[config.mk]
export PLATFORM = sky130hd
export DESIGN_NAME = sld_driver
export DESIGN_NICKNAME = d
export VERILOG_FILES = /design/src/sld_fifo.v /design/src/sld_driver.v
export VERILOG_INCLUDE_DIRS = /design/src
export SDC_FILE = /design/constraint.sdc
export NUM_CORES = 1
export LEC_CHECK = 0
export BUFFER_PORTS_ARGS = -buffer_cell sky130_fd_sc_hd__buf_2
export CAP_MARGIN = 0
export CORE_ASPECT_RATIO = 2
export CORE_MARGIN = 2
export CORE_UTILIZATION = 61
export DETAILED_ROUTE_END_ITERATION = 7
export GPL_TIMING_DRIVEN = 1
export MAX_ROUTING_LAYER = met4
export PLACE_DENSITY = 0.84
export SETUP_SLACK_MARGIN = 0.1
export SLEW_MARGIN = 20
export SYNTH_ARGS = -nofsm -noshare
export SYNTH_HDL_FRONTEND = slang
export SYNTH_SLANG_ARGS = --single-unit
[constraint.sdc]
create_clock -name core_clk -period 6.2 [get_ports core_clk]
set_clock_uncertainty 0.2 [all_clocks]
set_input_delay 1.24 -clock core_clk [delete_from_list [all_inputs] [get_ports core_clk]]
set_output_delay 1.24 -clock core_clk [all_outputs]
set_load 0.05 [all_outputs]
[src/sld_defs.vh]
// What this block does
// - eight-bit shift register, eight latches, one output per latch
// - rising shift-clock edge captures serial input into first stage
// - each further rising edge moves bits one stage toward serial output
// - strobe high copies every register stage into its latch
// - latches track register while strobe high, hold when it falls
// - output enable high forces driver outputs off, serial output and storage unchanged
// - output enable low: each output follows its own latch bit
// - serial data output carries shifted data for chaining
`ifndef SLD_DEFS_VH
`define SLD_DEFS_VH
`define SLD_WIDTH      8
`define SLD_FIFO_DEPTH 4
`define SLD_FIFO_AW    2
`define SLD_ZERO8      8'h00
`define SLD_OFF8       8'h00
`endif

[src/sld_fifo.v]
`timescale 1ns/1ps
`default_nettype none
module sld_fifo #(
    parameter WIDTH = 8,
    parameter DEPTH = 4,
    parameter AW    = 2
) (
    // clock and reset
    input  wire             core_clk,
    input  wire             sys_rst,
    // fill side
    input  wire             in_valid,
    output wire             in_ready,
    input  wire [WIDTH-1:0] in_data,
    // drain side
    output wire             out_valid,
    input  wire             out_ready,
    output reg  [WIDTH-1:0] out_data
);
    reg [WIDTH-1:0] mem_r [0:DEPTH-1];
    reg [AW-1:0]    wr_ptr_r;
    reg [AW-1:0]    rd_ptr_r;
    reg [AW:0]      count_r;
    reg             out_valid_r;
    wire            push;
    wire            pop;
    wire            load;
    // full level held at the counter's own width
    localparam [AW:0] FULL_LVL = DEPTH;
    assign in_ready  = (count_r != FULL_LVL);
    assign push      = in_valid & in_ready;
    // registered read stage refills when empty or taken
    assign load      = (count_r != {(AW+1){1'b0}}) &
                       (~out_valid_r | out_ready);
    assign pop       = load;
    assign out_valid = out_valid_r;
    always @(posedge core_clk)
    begin
        if (push)
        begin
            mem_r[wr_ptr_r] <= in_data;
        end
    end
    always @(posedge core_clk)
    begin
        if (sys_rst)
        begin
            wr_ptr_r    <= {AW{1'b0}};
            rd_ptr_r    <= {AW{1'b0}};
            count_r     <= {(AW+1){1'b0}};
            out_valid_r <= 1'b0;
            out_data    <= {WIDTH{1'b0}};
        end
        else
        begin
            if (push)
            begin
                wr_ptr_r <= wr_ptr_r + 1'b1;
            end
            if (pop)
            begin
                rd_ptr_r <= rd_ptr_r + 1'b1;
                out_data <= mem_r[rd_ptr_r];
            end
            if (push & ~pop)
            begin
                count_r <= count_r + 1'b1;
            end
            else if (pop & ~push)
            begin
                count_r <= count_r - 1'b1;
            end
            if (load)
            begin
                out_valid_r <= 1'b1;
            end
            else if (out_ready)
            begin
                out_valid_r <= 1'b0;
            end
        end
    end
endmodule
`default_nettype wire

[src/sld_driver.v]
`timescale 1ns/1ps
`default_nettype none
`include "sld_defs.vh"
module sld_driver (
    // clock and reset
    input  wire                   core_clk,
    input  wire                   sys_rst,
    // serial link pins from the controller
    input  wire                   shift_clk,
    input  wire                   ser_in,
    input  wire                   strobe,
    input  wire                   out_enable_n_off,
    // chain output
    output reg                    ser_out,
    // driver outputs, high means on
    output reg  [`SLD_WIDTH-1:0]  drv_out
);
    // two-flop synchronisers, first stage read only by second
    reg [3:0] meta_r;
    reg [3:0] sync_r;
    reg       clk_d_r;
    always @(posedge core_clk)
    begin
        if (sys_rst)
        begin
            meta_r  <= 4'h0;
            sync_r  <= 4'h0;
            clk_d_r <= 1'b0;
        end
        else
        begin
            meta_r  <= {shift_clk, ser_in, strobe, out_enable_n_off};
            sync_r  <= meta_r;
            clk_d_r <= sync_r[3];
        end
    end
    wire clk_s    = sync_r[3];
    wire data_s   = sync_r[2];
    wire strobe_s = sync_r[1];
    wire blank_s  = sync_r[0];
    // data and clock share sync delay, so setup at the pin is kept
    wire rise     = clk_s & ~clk_d_r;
    // captured bits pass the fifo so bursts are not lost
    wire                  f_ready;
    wire                  f_valid;
    wire [0:0]            f_data;
    sld_fifo #(
        .WIDTH (1),
        .DEPTH (`SLD_FIFO_DEPTH),
        .AW    (`SLD_FIFO_AW)
    ) u_fifo (
        .core_clk  (core_clk),
        .sys_rst   (sys_rst),
        .in_valid  (rise),
        .in_ready  (f_ready),
        .in_data   (data_s),
        .out_valid (f_valid),
        .out_ready (1'b1),
        .out_data  (f_data)
    );
    // limitation: edges beyond fifo room are dropped
    reg [`SLD_WIDTH-1:0] shreg_r;
    reg [`SLD_WIDTH-1:0] shreg_nxt;
    reg [`SLD_WIDTH-1:0] latch_r;
    reg [`SLD_WIDTH-1:0] latch_nxt;
    always @*
    begin
        shreg_nxt = shreg_r;
        if (f_valid)
        begin
            // stage 0 takes input, rest move toward ser_out
            shreg_nxt = {shreg_r[`SLD_WIDTH-2:0], f_data[0]};
        end
    end
    always @*
    begin
        latch_nxt = latch_r;
        if (strobe_s)
        begin
            latch_nxt = shreg_r;
        end
    end
    always @(posedge core_clk)
    begin
        if (sys_rst)
        begin
            shreg_r <= `SLD_ZERO8;
            latch_r <= `SLD_ZERO8;
            ser_out <= 1'b0;
            drv_out <= `SLD_OFF8;
        end
        else
        begin
            shreg_r <= shreg_nxt;
            latch_r <= latch_nxt;
            ser_out <= shreg_nxt[`SLD_WIDTH-1];
            // blanking leaves shreg and latch untouched
            drv_out <= blank_s ? `SLD_OFF8 : latch_nxt;
        end
    end
    wire unused_ready = f_ready;
endmodule
`default_nettype wire

==> results.sh <==
export IMPL_synth_top_cell_by_area="dfxtp_1"
export IMPL_post_cts_buffers=0
export IMPL_synthDominantCellAreaShare=0.513
export IMPL_port_buffers=14
export IMPL_synthesis_area_um2=1640
export IMPL_synthCells=148
export IMPL_gp_congestion=0.737
export IMPL_postCtsHoldBufs=0
export IMPL_die_w_um=40.7
export IMPL_power_density_nw_per_um2=401
export IMPL_syn_avg_cell_area_um2=11.1
export IMPL_drt_iter0_markers=17
export IMPL_antenna_found_initial=0
export IMPL_cts_max_path_buffers=2
export IMPL_whs_ns=0.255
export IMPL_worst_path_buf_inv=1
export IMPL_power_leakage_nw=0.770
export IMPL_yosysWarnings=0
export IMPL_cp_depth=1
export IMPL_utilization=0.716
export IMPL_crit_family="flip-flops"
export IMPL_period_needed_ns=2.36
export IMPL_setup_ws_ns=3.84
export IMPL_ctsResizeCount=0
export IMPL_final_nets=171
export IMPL_drtPass1Iterations=4
export IMPL_final_cell_mix="dfxtp_1 (42), nor2_1 (23), mux2i_1 (17)"
export IMPL_drv_slew=0
export IMPL_r2r_end="u_fifo.count_r[2]"
export IMPL_critPathArrivalTime_ns=0.92
export IMPL_p_int_mw=0.546
export IMPL_grtUsageTotal=0.202
export IMPL_p_seq_frac=0.490
export IMPL_wirelength_um=2600
export IMPL_path_class="reg2out"
export IMPL_status="finished, final reports clean"
export IMPL_vias=1021
export IMPL_area_growth_pct=12.1
export IMPL_die_h_um=77.3
export IMPL_grt_pass1_wl_um=4060
export IMPL_antenna_cells=0
export IMPL_vdd_drop_max_mv=0.265
export IMPL_endpoint_kind="primary output"
export IMPL_critPathRequiredTime_ns=4.76
export IMPL_ys_ff_latch=46
export IMPL_hold_viol=0
export IMPL_setup_tns_ns=0
export IMPL_drive_gt1_frac=0.155
export IMPL_fp_row_count=26
export IMPL_post_place_ws_ns=3.67
export IMPL_clockPowerShare=0.353
export IMPL_max_stage_delay_ns=0.35
export IMPL_netSwitchingFraction=0.260
export IMPL_core_um2=2570
export IMPL_reg2reg_from="u_fifo.count_r[2]"
export IMPL_grt_remaining_overflow=0
export IMPL_worstPathCellList="buf_2"
export IMPL_pwr_share_comb=0.156
export IMPL_clock_latency_ns=0.30
export IMPL_r2r_slack_ns=4.07
export IMPL_finalCritPeriodShare=0.380
export IMPL_crit_fanout=3
export IMPL_ant_nets=0
export IMPL_cts_root_buf="clkbuf_8"
export IMPL_cts_tree="built"
export IMPL_start_kind="register"
export IMPL_syn_nets=159
export IMPL_synthTopCellsByArea="dfxtp_1 (51%), mux2i_1 (10%), edfxtp_1 (7.3%)"
export IMPL_grt_max_degree=44
export IMPL_layout_commonest_cell="dfxtp_1"
export IMPL_ios=15
export IMPL_setup_viol=0
export IMPL_ys_types=26
export IMPL_yosysSeqAreaShare=0.586
export IMPL_hpwl_um=1760
export IMPL_drc=0
export IMPL_fillers=180
export IMPL_rsz0062_at_grt="no"
export IMPL_tightest_slew_ns=0.696
export IMPL_die_area_um2=3140
export IMPL_r2r_cells=6
export IMPL_cts_clk_slew_worst_paths_ns=0.09
export IMPL_worstSetupEndpoint="ser_out"
export IMPL_wl_per_cell_um=13.7
export IMPL_clock_sinks=46
export IMPL_first_global_vias=963
export IMPL_hold_class="reg2reg"
export IMPL_start_util=0.638
export IMPL_relSlewSlack=0.536
export IMPL_htreeDepth=2
export IMPL_via_per_inst=5.40
export IMPL_numCtsBuffers=5
export IMPL_p_switching_mw=0.192
export IMPL_crit_slowest_cell="dfxtp_1"
export IMPL_fmax_mhz=424
export IMPL_drv_cap=0
export IMPL_crit_start="shreg_r[7]"
==> flip-flops by register name, summed over array words and instances, names as in the netlist <==
register / count
drv_out: 8
latch_r: 8
shreg_r: 8
meta_r: 4
sync_r: 4
u_fifo.mem_r: 4
u_fifo.count_r: 3
u_fifo.rd_ptr_r: 2
u_fifo.wr_ptr_r: 2
clk_d_r: 1
u_fifo.out_data: 1
u_fifo.out_valid: 1
==> worst min-delay path by stage <==
stage,startpoint,end,slack (ns),cells past startpoint
2_1_floorplan,meta_r[0],sync_r[0],0.21,1
3_3_place_gp,meta_r[0],sync_r[0],0.22,1
3_5_place_dp,meta_r[2],sync_r[2],0.23,1
4_1_cts,meta_r[0],sync_r[0],0.26,1
5_1_grt,meta_r[2],sync_r[2],0.27,1
6_report,meta_r[0],sync_r[0],0.26,1
==> synth_stat cells, drive strengths merged <==
master   n
nand2b   1
o31ai    1
mux4     1
edfxtp   4
and3     4
dfxtp   42
a21oi    4
inv      2
nor2b   11
ha       5
nor3     9
or3      2
mux2i   17
nor2    23
nor3b    1
or3b     1
clkbuf   5
xor2     4
buf      4
o21ai    4
mux2     1
nand3    2
==> worst reg2reg max path, stage by stage (launching register included) <==
cell and delay (ns):
dfxtp_1 0.42, nor3b_1 0.30, nor2_1 0.08, ha_1 0.22, or3_1 0.34, a21oi_2 0.14, mux2_1 0.32
==> final cells by class <==
cell class              count  area [um2]  area share
flip-flops and latches     46         961       0.522
multi-input cells          91         628       0.341
repair buffers             14        70.1      0.0381
clock buffers               5        68.8      0.0374
clock inverters             3        68.8      0.0374
well taps                  28        35.0      0.0190
inverters                   2        7.51     0.00408
==> power groups by stage <==
stage          Combinational [mW]  Clock (mW)  Sequential (mW)
2_1_floorplan               0.116           0            0.348
4_1_cts                     0.118       0.265            0.362
6_report                    0.115       0.261            0.362
3_3_place_gp                0.108           0            0.367
5_1_grt                     0.129       0.274            0.366
3_5_place_dp                0.116           0            0.369
==> metrics by stage <==
| step | power (mW) | instance area [um2] | std cells |
|---|---|---|---|
| 4_1_cts | 0.745 | 1840 | 189 |
| 2_1_floorplan | 0.464 | 1640 | 148 |
| 3_5_place_dp | 0.485 | 1700 | 181 |
| 6_report | 0.738 | 1840 | 189 |
| 3_3_place_gp | 0.475 | 1700 | 181 |
| 5_1_grt | 0.769 | 1840 | 189 |
==> cell families after synthesis <==
kind of cell,after synthesis,synth area share
flip-flops,46,0.586
buffers and inverters,11,0.0313
adder cells (fa/ha/maj),5,0.0381
multiplexers,19,0.124
AO/OA/AOI/OAI,9,0.0313
AND/OR/NAND/NOR,54,0.168
XOR/XNOR,4,0.0214
==> per-layer routing <==
layer	wire [um]	GRT usage
met1	1000	0.173
met2	1440	0.344
met3	88	0.0686
met4	63	0.110
met5	0	-
Power figures use the tool's default switching activity.
